[src/inc/tsn_defs.svh]
// Constants for the temperature sensor serial slave
`ifndef TSN_DEFS_SVH
`define TSN_DEFS_SVH
`define TSN_ADDR_DEFAULT   7'h4d
`define TSN_ADDR_VARIANTS  8
`define TSN_CMD_TEMP       8'h00
`define TSN_CMD_CONFIG     8'h01
`define TSN_CFG_STANDBY    7
`define TSN_CFG_READY      6
`define TSN_FIRST_CONV_MS  250
`define TSN_CONV_PERIOD_US 125000
`define TSN_CLK_MHZ        25
`define TSN_BIT_LAST       3'h7
`define TSN_TEMP_RESET     8'h00
`endif

[src/inc/tsn_pkg.sv]
// Types for the temperature sensor serial slave
package tsn_pkg;
   typedef enum logic [2:0] {
      TSN_IDLE,
      TSN_RX,
      TSN_ACK,
      TSN_TX,
      TSN_TX_ACK,
      TSN_IGNORE
   } tsn_phase_t;

   typedef enum logic [1:0] {
      TSN_BYTE_ADDR,
      TSN_BYTE_CMD,
      TSN_BYTE_DATA
   } tsn_byte_t;
endpackage

[src/rtl/tsn_regfile.sv]
// Register store for command pointer, configuration and result
`include "tsn_defs.svh"
module tsn_regfile (
   input  wire logic       ref_clk,
   input  wire logic       reset,
   input  wire logic       wr_cmd,
   input  wire logic       wr_data,
   input  wire logic [7:0] wdata,
   input  wire logic       conv_done,
   input  wire logic [7:0] conv_value,
   output logic      [7:0] rdata,
   output logic            standby
);
   typedef struct packed {
      logic [7:0] cmd;
      logic [7:0] config_reg;
      logic [7:0] temp;
      logic [7:0] rdata;
   } tsn_rf_state_t;

   tsn_rf_state_t r;
   tsn_rf_state_t next_r;

   always_comb begin
      next_r = r;
      if (wr_cmd) begin
         next_r.cmd = wdata;
      end
      if (wr_data && r.cmd == `TSN_CMD_CONFIG) begin
         next_r.config_reg[`TSN_CFG_STANDBY] = wdata[`TSN_CFG_STANDBY];
      end
      // Frozen result in standby: a conv_done can still arrive in its first cycle and is ignored
      if (conv_done && !r.config_reg[`TSN_CFG_STANDBY]) begin
         next_r.temp = conv_value;
         next_r.config_reg[`TSN_CFG_READY] = 1'b1;
      end
      // Read path never waits on the converter
      next_r.rdata = (r.cmd == `TSN_CMD_CONFIG) ? r.config_reg : r.temp;
   end

   always_ff @(posedge ref_clk) begin
      if (reset) begin
         r <= '0;
      end else begin
         r <= next_r;
      end
   end

   assign rdata   = r.rdata;
   assign standby = r.config_reg[`TSN_CFG_STANDBY];
endmodule

[src/rtl/tsn_slave.sv]
// Temperature sensor core with two-wire serial slave port
// Overview of operation
// - Converts temperature repeatedly into result register
// - Result readable anytime without waiting
// - Address one of eight, fixed build-time
// - Standby halts converter, freezes result
// - Serial port works fully in standby
// - Standby bit: 0 normal, 1 standby
// - Default slave address binary 1001101
// - First conversion ready within 250 ms
// - Data line shared; device drives ack/reads
// - Acknowledge only matching address, else silent
// - Address bit eight: 1 read, 0 write
// - All bytes shifted MSB first
// - Acknowledge written byte after storing it
`include "tsn_defs.svh"
module tsn_slave #(
   parameter logic [2:0]  ADDR_SEL       = 3'h0, // Build-time address variant
   parameter int unsigned CONV_PERIOD_US = `TSN_CONV_PERIOD_US,
   parameter int unsigned CONV_CYCLES    = CONV_PERIOD_US * `TSN_CLK_MHZ
) (
   input  wire logic       ref_clk,
   input  wire logic       reset,
   input  wire logic       scl_in,
   input  wire logic       sda_in,
   output logic            sda_out,
   output logic            sda_oe,
   input  wire logic [7:0] temp_sample,
   output logic            standby,
   output logic            data_ready
);
   // ==========================================================
   // Address selection
   // ==========================================================
   // Variant 0 is the default; others xor the low three bits
   localparam logic [6:0] OWN_ADDR = `TSN_ADDR_DEFAULT ^ {4'h0, ADDR_SEL};

   // ==========================================================
   // State
   // ==========================================================
   typedef struct packed {
      logic [1:0]         scl_sync;
      logic [1:0]         sda_sync;
      logic               scl_d;
      logic               sda_d;
      tsn_pkg::tsn_phase_t phase;
      tsn_pkg::tsn_byte_t  kind;
      logic [2:0]         bit_cnt;
      logic               byte_full;
      logic [7:0]         shreg;
      logic               is_read;
      logic               drive_low;
      logic               sda_oe;
      logic [31:0]        conv_cnt;
      logic               conv_done;
      logic [7:0]         conv_value;
      logic               standby;
      logic               data_ready;
      logic               wr_cmd;
      logic               wr_data;
      logic [7:0]         wdata;
   } tsn_state_t;

   tsn_state_t s;
   tsn_state_t next_s;

   logic [7:0] rf_rdata;
   logic       rf_standby;

   tsn_regfile u_regfile (
      .ref_clk    (ref_clk),
      .reset      (reset),
      .wr_cmd     (s.wr_cmd),
      .wr_data    (s.wr_data),
      .wdata      (s.wdata),
      .conv_done  (s.conv_done),
      .conv_value (s.conv_value),
      .rdata      (rf_rdata),
      .standby    (rf_standby)
   );

   logic scl;
   logic sda;
   logic scl_rise;
   logic scl_fall;
   logic start_cond;
   logic stop_cond;

   // Only the second sync stage is looked at
   assign scl        = s.scl_sync[1];
   assign sda        = s.sda_sync[1];
   assign scl_rise   = scl && !s.scl_d;
   assign scl_fall   = !scl && s.scl_d;
   assign start_cond = scl && s.scl_d && s.sda_d && !sda;
   assign stop_cond  = scl && s.scl_d && !s.sda_d && sda;

   // ==========================================================
   // Next state
   // ==========================================================
   always_comb begin
      next_s           = s;
      next_s.scl_sync  = {s.scl_sync[0], scl_in};
      next_s.sda_sync  = {s.sda_sync[0], sda_in};
      next_s.scl_d     = scl;
      next_s.sda_d     = sda;
      next_s.wr_cmd    = 1'b0;
      next_s.wr_data   = 1'b0;
      next_s.conv_done = 1'b0;
      next_s.standby   = rf_standby;
      next_s.sda_oe    = s.drive_low;

      // Converter: halted in standby, resumes counting after
      if (!rf_standby) begin
         if (s.conv_cnt >= CONV_CYCLES - 1) begin
            next_s.conv_cnt   = '0;
            next_s.conv_done  = 1'b1;
            next_s.conv_value = temp_sample;
            next_s.data_ready = 1'b1;
         end else begin
            next_s.conv_cnt = s.conv_cnt + 32'h1;
         end
      end

      // Port runs irrespective of standby
      case (s.phase)
         tsn_pkg::TSN_IDLE: begin
            next_s.drive_low = 1'b0;
         end
         tsn_pkg::TSN_RX: begin
            if (scl_rise) begin
               next_s.shreg     = {s.shreg[6:0], sda};
               next_s.bit_cnt   = s.bit_cnt + 3'h1;
               next_s.byte_full = (s.bit_cnt == `TSN_BIT_LAST);
            end
            // The fall right after START must not end a byte
            if (scl_fall && s.byte_full) begin
               next_s.phase     = tsn_pkg::TSN_ACK;
               next_s.drive_low = 1'b1;
               next_s.byte_full = 1'b0;
               if (s.kind == tsn_pkg::TSN_BYTE_ADDR) begin
                  if (s.shreg[7:1] != OWN_ADDR) begin
                     next_s.phase     = tsn_pkg::TSN_IGNORE;
                     next_s.drive_low = 1'b0;
                  end
                  next_s.is_read = s.shreg[0];
               end else if (s.kind == tsn_pkg::TSN_BYTE_CMD) begin
                  next_s.wr_cmd = 1'b1;
                  next_s.wdata  = s.shreg;
               end else begin
                  next_s.wr_data = 1'b1;
                  next_s.wdata   = s.shreg;
               end
            end
         end
         tsn_pkg::TSN_ACK: begin
            if (scl_fall) begin
               next_s.bit_cnt = '0;
               if (s.kind == tsn_pkg::TSN_BYTE_ADDR && s.is_read) begin
                  next_s.phase     = tsn_pkg::TSN_TX;
                  next_s.shreg     = rf_rdata;
                  next_s.drive_low = !rf_rdata[7];
               end else begin
                  next_s.phase     = tsn_pkg::TSN_RX;
                  next_s.drive_low = 1'b0;
                  next_s.kind      = (s.kind == tsn_pkg::TSN_BYTE_ADDR) ? tsn_pkg::TSN_BYTE_CMD
                                                                        : tsn_pkg::TSN_BYTE_DATA;
               end
            end
         end
         tsn_pkg::TSN_TX: begin
            if (scl_fall) begin
               if (s.bit_cnt == `TSN_BIT_LAST) begin
                  next_s.phase     = tsn_pkg::TSN_TX_ACK;
                  next_s.drive_low = 1'b0;
               end else begin
                  next_s.shreg     = {s.shreg[6:0], 1'b0};
                  next_s.drive_low = !s.shreg[6];
                  next_s.bit_cnt   = s.bit_cnt + 3'h1;
               end
            end
         end
         tsn_pkg::TSN_TX_ACK: begin
            // Master nack ends the read; ack repeats the byte
            if (scl_rise) begin
               next_s.phase = sda ? tsn_pkg::TSN_IGNORE : tsn_pkg::TSN_ACK;
            end
         end
         tsn_pkg::TSN_IGNORE: begin
            next_s.drive_low = 1'b0;
         end
         default: begin
            next_s.phase     = tsn_pkg::TSN_IDLE;
            next_s.drive_low = 1'b0;
         end
      endcase

      if (start_cond) begin
         next_s.phase     = tsn_pkg::TSN_RX;
         next_s.kind      = tsn_pkg::TSN_BYTE_ADDR;
         next_s.bit_cnt   = '0;
         next_s.byte_full = 1'b0;
         next_s.drive_low = 1'b0;
      end else if (stop_cond) begin
         next_s.phase     = tsn_pkg::TSN_IDLE;
         next_s.drive_low = 1'b0;
      end
   end

   // ==========================================================
   // Registers
   // ==========================================================
   always_ff @(posedge ref_clk) begin
      if (reset) begin
         s          <= '0;
         s.scl_sync <= 2'h3;
         s.sda_sync <= 2'h3;
         s.scl_d    <= 1'b1;
         s.sda_d    <= 1'b1;
         s.phase    <= tsn_pkg::TSN_IDLE;
         s.kind     <= tsn_pkg::TSN_BYTE_ADDR;
      end else begin
         s <= next_s;
      end
   end

   // Open drain: only ever pulls low
   assign sda_out    = 1'b0;
   assign sda_oe     = s.sda_oe;
   assign standby    = s.standby;
   assign data_ready = s.data_ready;
endmodule

[config.mk]
export PLATFORM = sky130hd
export DESIGN_NAME = tsn_slave
export DESIGN_NICKNAME = d
export VERILOG_FILES = /design/src/inc/tsn_pkg.sv /design/src/rtl/tsn_regfile.sv /design/src/rtl/tsn_slave.sv
export VERILOG_INCLUDE_DIRS = /design/src /design/src/inc
export SDC_FILE = /design/constraint.sdc
export NUM_CORES = 1
export LEC_CHECK = 0
export ABC_AREA = 1
export BUFFER_PORTS_ARGS = -buffer_cell sky130_fd_sc_hd__buf_2
export CAP_MARGIN = 25
export CORE_UTILIZATION = 40
export DETAILED_ROUTE_END_ITERATION = 7
export GPL_TIMING_DRIVEN = 0
export PLACE_DENSITY = 0.58
export SYNTH_ARGS = -nofsm -noshare
export SYNTH_HDL_FRONTEND = slang
export SYNTH_SLANG_ARGS = --single-unit
[constraint.sdc]
create_clock -name ref_clk -period 1.9 [get_ports ref_clk]
set_input_delay 0.19 -clock ref_clk [delete_from_list [all_inputs] [get_ports ref_clk]]
set_output_delay 0.19 -clock ref_clk [all_outputs]
set_load 0.1 [all_outputs]
==> impl_metrics.py, run 1 <==
metrics = {
    "sta": {
        "timing.clock.skew_ns": 0.0151,
        "slew_headroom_pct": 53.8,
        "max_freq_mhz": 583,
        "slew_viol_final": 0,
        "timing.final.crit_share_pct": 90.3,
        "setup_viol": 0,
        "holdWs_ns": 0.0416,
        "worstMarginPinSlew_ns": 0.691,
        "period_needed_ns": 1.72,
        "finalSetupTns_ns": 0,
        "final-hold-violation-count": 0,
        "rsz0062_at_grt": "false",
    },
    "yosys": {
        "synth_compound_area_share_pct": 11.9,
        "synth_cell_types": 37,
        "netlist_area_um2": 4310,
        "synthMuxAreaShare_pct": 0,
        "synth-simple-area-share_pct": 27.9,
        "ys_top_cells_by_area": "dfxtp_1 49%, nor2_1 9.2%, nand2_1 7.7%",
        "syn_nets": 589,
        "yosysMostFrequentCell": "nor2_1",
        "synth.avg_cell_area_um2": 7.50,
        "synth_top_family_by_area": "simple AND/OR/NAND/NOR gates",
        "synthAdderAreaFrac_pct": 0.872,
        "yosysTopAreaCellShare_pct": 48.8,
        "synth_xor_area_share_pct": 2.85,
        "yosysSeqAreaShare_pct": 48.8,
        "netlist_instances": 574,
        "synth_top_cell_by_area": "dfxtp_1",
        "synth_warnings": 0,
        "yosys_register_bits": 105,
        "async_flop_share_pct": 0,
        "synth_flop_cell": "dfxtp_1",
        "synth_edf_count": 0,
        "synth_commonest_cells": "106 x nor2_1, 105 x dfxtp_1, 88 x nand2_1, 53 x inv_1, 42 x o21ai_0",
    },
    "placed_design": {
        "dp_hpwl_mm": 6.59,
        "place_inst": 723,
        "gp_congestion": 0.843,
        "io_buffers": 13,
    },
    "pwr": {
        "switching_share_pct": 26.1,
        "power_frac_clock_pct": 34.8,
        "ir_drop_uv": 340,
        "leakage_uw": 0.00191,
        "power_density_nw_per_um2": 794,
        "seqPwrFrac_pct": 59.6,
        "power.internal_uw": 2790,
        "p_comb_share_pct": 5.6,
        "switching_power_uw": 983,
        "p_total_uw": 3770,
    },
    "global_route": {
        "grt_pass1_vias": 3443,
        "grt_pass1_wl_mm": 15.5,
        "antenna_found_initial": 0,
        "grt_max_degree": 20,
        "grtUsageTotal_pct": 17.3,
        "overflow": 0,
    },
    "route": {
        "drt-initial-drc-count": 133,
        "drc": 0,
        "drtPass1Iterations": 4,
        "wl_per_cell_um": 12.2,
        "ant_nets": 0,
        "vias": 3573,
        "finalWirelength_mm": 9.04,
        "routed_via_density": 4.82,
    },
    "clock_network": {
        "h-tree-depth": 3,
        "tritoncts": "built",
        "cts_buffers": 9,
        "clkTransAtPathRegs_ns": 0.10,
        "clock_sinks": 105,
        "ctsResizeCount": 0,
        "clock_latency_ns": 0.38,
        "cts_root_buffer": "clkbuf_8",
        "cts_max_path_buffers": 2,
    },
    "floorplanning": {
        "pin_count": 16,
        "dieWidth_um": 106,
        "core_um2": 10400,
        "die_area_um2": 11200,
        "start_util_pct": 41.5,
        "die_h_um": 106,
        "row_count": 37,
    },
    "critical_path": {
        "cp_slowest_stage_delay_ns": 0.39,
        "crit_path_frequent_cell": "nand2_1",
        "crit_path_top_delay_cell": "dfxtp_1",
        "cpLargestDelayFamily": "simple AND/OR/NAND/NOR gates",
        "cp.required_ns": 2.21,
        "reg2regPathDepth": 7,
        "cp_cell_sequence": "ha_1 -> nand4_1 -> nor3b_1 -> nand2_1 -> a21oi_1 -> nand2_1 -> nor2_1",
        "cp_max_fo": 4,
        "start_kind": "flip-flop",
        "end_kind": "flip-flop",
        "r2r-end": "s[37]",
        "cp.arrival_ns": 2.03,
        "r2r_start": "s[21]",
        "crit_buf_inv": 0,
        "r2r_setup_slack_ns": 0.18,
        "worst-setup-path-type": "flip-flop to flip-flop",
    },
    "final_layout": {
        "synthToLayoutAreaGrowth_pct": 10.2,
        "diodes": 0,
        "final_cells": 741,
        "fin_nets": 615,
        "n_fill_cell": 1096,
        "drive_gt1_share_pct": 11.7,
    },
    "outcome": {
        "status": "completed",
    },
    "min_path": {
        "hold_path_depth": 3,
        "hp-start": "temp_sample[2]",
        "hold_class": "input pin to flip-flop",
        "min_to": "s[14]",
    },
    "run": {
        "maxCapViolations": 0,
    },
}
cells by family after synthesis:
logic type | count (synthesis)
compound gates | 95
xor+xnor | 14
fa+ha+maj | 3
buf+inv | 79
flops | 105
other cells | 1
simple gates | 277
metal layers:
| metal | up-vias | part of all wire (%) | global-route usage (%) |
|---|---|---|---|
| li1 | 1895 | - | - |
| met2 | 36 | 48 | 31.0 |
| met1 | 1633 | 48 | 20.4 |
| met4 | 0 | 1.1 | 4.17 |
| met3 | 9 | 2.6 | 4.82 |
| met5 | - | 0 | 0 |
worst max path at each step:
stage          startpoint     to  slack, ns  depth (start not counted)
6_report            s[21]  s[37]       0.18                          7
5_1_grt             s[21]  s[37]       0.03                          7
4_1_cts             s[21]  s[12]       0.17                         11
3_5_place_dp        s[21]  s[12]       0.22                         11
3_3_place_gp        s[21]  s[15]       0.21                         11
2_1_floorplan       s[21]  s[12]       0.49                         11
worst register-to-register path: stages, from the launching register on:
cell and delay (ns):
dfxtp_1 0.39, ha_1 0.24, nand4_1 0.22, nor3b_1 0.38, nand2_1 0.14, a21oi_1 0.15
nand2_1 0.07, nor2_1 0.08
metrics by stage:
step / util (%) / setup WS [ns] / instance area [µm²]
2_1_floorplan: - / 0.485 / 4310
3_3_place_gp: 43.8 / 0.214 / 4540
3_5_place_dp: 43.8 / 0.216 / 4540
4_1_cts: 45.8 / 0.168 / 4750
5_1_grt: 45.8 / 0.0259 / 4750
6_report: 45.8 / 0.184 / 4750
layout make-up:
class | instances | area (µm²) | area share (%)
Sequential cell | 105 | 2100 | 44.3
Tap cell | 136 | 170 | 3.59
Inverter | 61 | 229 | 4.82
Multi-Input combinational cell | 390 | 1880 | 39.5
Buffer | 18 | 97.6 | 2.06
Timing Repair Buffer | 15 | 85.1 | 1.79
Clock inverter | 7 | 61.3 | 1.29
Clock buffer | 9 | 124 | 2.61
power groups by stage:
stage | sequential, µW | combinational, µW | clock, µW
floorplan | 2290 | 154 | 0
global placement | 2300 | 204 | 0
detailed placement | 2300 | 208 | 0
CTS | 2250 | 212 | 1370
global route | 2250 | 236 | 1450
finish | 2250 | 212 | 1310
repair_timing:
action,4_1_cts,5_1_grt
buffers inserted,0,0
hold buffers,2,0
endpoints found under the hold margin,2,0
placed cells by master (no fill, tap or decap), types with 2 or more instances in the layout:
cell	n
clkbuf_1	5
nor2_1	106
clkbuf_8	9
dfxtp_1	105
inv_6	2
buf_4	2
nand4_1	8
o21ai_1	9
o21ai_0	42
dlygate4sd3_1	2
a21oi_2	2
buf_2	19
nand2_2	4
ha_1	3
a22oi_1	3
clkinvlp_4	2
nand2_1	88
buf_1	3
xnor2_1	4
a31oi_1	2
nor3_1	13
a21oi_1	32
clkinv_4	2
or2_2	4
nor2_2	7
inv_2	8
inv_1	53
nand3_1	39
buf_6	2
o21ai_2	3
xor2_1	10
state kept, by name, summed over array words and instances (netlist names):
register and flops:
data_ready 1, next_s 5, s 71, sda_oe 1
standby 1, u_regfile.r 17, u_regfile.rdata 8, u_regfile.standby 1
Power figures use the tool's default switching activity.
==> run 2, diff against run 1 <==
RECOVER_POWER = 50   (was not set)
==> impl_metrics.py, run 2 (same netlist as run 1, synthesis figures left out) <==
metrics = {
    "outcome": {
        "status": "completed",
    },
    "run": {
        "maxCapViolations": 0,
    },
    "clock_network": {
        "cts_max_path_buffers": 2,
        "clkTransAtPathRegs_ns": 0.10,
        "tritoncts": "built",
        "h-tree-depth": 3,
        "cts_setup_buffers": 0,
        "cts_root_buffer": "clkbuf_8",
        "clock_latency_ns": 0.37,
        "cts_buffers": 9,
        "clock_sinks": 105,
    },
    "final_layout": {
        "final_common_cell": "nor2_1",
        "final_cell_mix": "107 x nor2_1, 105 x dfxtp_1, 89 x nand2_1",
        "fin_nets": 615,
        "n_fill_cell": 1101,
        "multi_input_area_um2": 1870,
        "diodes": 0,
        "synthToLayoutAreaGrowth_pct": 9.94,
        "max_flop_register": "s",
        "largest_reg_flops": 71,
        "seq_area_um2": 2100,
        "drive_gt1_share_pct": 10.9,
    },
    "placed_design": {
        "gp_congestion": 0.843,
        "io_buffers": 13,
        "dp_hpwl_mm": 6.59,
    },
    "floorplanning": {
        "die_area_um2": 11200,
        "start_util_pct": 41.5,
        "dieWidth_um": 106,
        "pin_count": 16,
        "core_um2": 10400,
        "die_h_um": 106,
        "row_count": 37,
    },
    "pwr": {
        "p_comb_share_pct": 5.6,
        "switching_share_pct": 26.0,
        "seqPwrFrac_pct": 59.6,
        "power_density_nw_per_um2": 795,
        "ir_drop_uv": 339,
        "switching_power_uw": 978,
        "p_total_uw": 3760,
        "leakage_uw": 0.00190,
        "power.internal_uw": 2790,
        "power_frac_clock_pct": 34.8,
    },
    "sta": {
        "timing.final.crit_share_pct": 90.3,
        "slew_headroom_pct": 53.7,
        "max_freq_mhz": 583,
        "slew_viol_final": 0,
        "period_needed_ns": 1.72,
        "rsz0062_at_grt": "false",
        "finalSetupTns_ns": 0,
        "worstMarginPinSlew_ns": 0.691,
        "final-hold-violation-count": 0,
        "timing.clock.skew_ns": 0.0127,
        "setup_viol": 0,
    },
    "global_route": {
        "grt-busiest-layer": "met2",
        "grt_pass1_wl_mm": 15.5,
        "grtUsageTotal_pct": 17.3,
        "grt_pass1_vias": 3443,
        "grt_use_met2_pct": 31.0,
        "use_met1_pct": 20.4,
        "overflow": 0,
        "antenna_found_initial": 0,
        "use_met3_pct": 4.82,
        "grt_max_degree": 20,
    },
    "min_path": {
        "hold_class": "input pin to flip-flop",
    },
    "critical_path": {
        "worst-setup-path-type": "flip-flop to flip-flop",
        "cpLargestDelayFamily": "simple AND/OR/NAND/NOR gates",
        "crit_path_top_delay_cell": "dfxtp_1",
        "cp.required_ns": 2.21,
        "crit_path_frequent_cell": "nand2_1",
        "cp_cell_sequence": "ha_1 -> nand4_1 -> nor3b_1 -> nand2_1 -> a21oi_1 -> nand2_1 -> nor2_1",
        "crit_buf_inv": 0,
        "end_kind": "flip-flop",
        "start_kind": "flip-flop",
        "cp.arrival_ns": 2.03,
        "cp_max_fo": 4,
        "cp_slowest_stage_delay_ns": 0.39,
    },
    "route": {
        "wl_per_cell_um": 12.2,
        "drc": 0,
        "vias": 3579,
        "ant_nets": 0,
        "drtPass1Iterations": 4,
        "finalWirelength_mm": 9.02,
        "drt-initial-drc-count": 119,
        "routed_via_density": 4.83,
    },
}
[run 2: cell count changes in the layout (fill, tap and decap cells not counted)]
cell,before,now
buf_1,3,0
buf_2,19,13
clkbuf_1,5,10
clkbuf_2,0,4
inv_1,53,54
inv_2,8,7
nand2_1,88,89
nand2_2,4,3
nor2_1,106,107
nor2_4,1,0
[run 2: worst register-to-register path, delay by kind of cell (launching register included)]
| kind | cells | cell delay, ns |
|---|---|---|
| fa+ha+maj | 1 | 0.23 |
| compound gates | 1 | 0.15 |
| simple gates | 5 | 0.89 |
| flops | 1 | 0.39 |
[run 2: final timing paths]
check / from / to / slack (ns) / depth (start not counted)
setup / recovery: s[21] / s[37] / 0.18 / 7
hold / removal: temp_sample[2] / s[14] / 0.04 / 3
setup reg to reg: s[21] / s[37] / 0.18 / 7
hold reg to reg: next_s[76] / next_s[73] / 0.42 / 1
[run 2: final cells by class]
cell class	count	area share, %
Sequential cell	105	44.4
Buffer	18	2.01
Inverter	61	4.84
Tap cell	136	3.60
Timing Repair Buffer	15	1.80
Multi-Input combinational cell	390	39.4
Clock buffer	9	2.62
Clock inverter	7	1.30
[run 2: per-layer routing]
layer	part of all wire [%]	vias up
met1	48	1635
met2	48	40
met4	1.1	0
met5	0	-
met3	2.9	9
li1	-	1895
[run 2: timing repair]
item / CTS / global route
hold buffers: 2 / 0
endpoints found under the hold margin: 2 / 0
endpoints found under the setup margin: 0 / 0
gates resized for setup: 0 / 0
[run 2: power groups by stage]
| stage | clock, µW | sequential [µW] | combinational [µW] |
|---|---|---|---|
| after floorplan | 0 | 2290 | 154 |
| after global placement | 0 | 2300 | 204 |
| after detailed placement | 0 | 2300 | 208 |
| after CTS | 1370 | 2250 | 212 |
| after global routing | 1450 | 2250 | 234 |
| final | 1310 | 2240 | 210 |
[run 2: through the flow]
stage	area (µm²)	util [%]	std cells	hold WS (ns)	setup WS, ns
2_1_floorplan	4310	-	574	0.294	0.485
3_3_place_gp	4540	43.8	723	0.374	0.214
3_5_place_dp	4540	43.8	723	0.375	0.216
4_1_cts	4750	45.8	741	0.0286	0.168
5_1_grt	4730	45.6	741	0.0419	0.0229
6_report	4730	45.6	741	0.0419	0.184
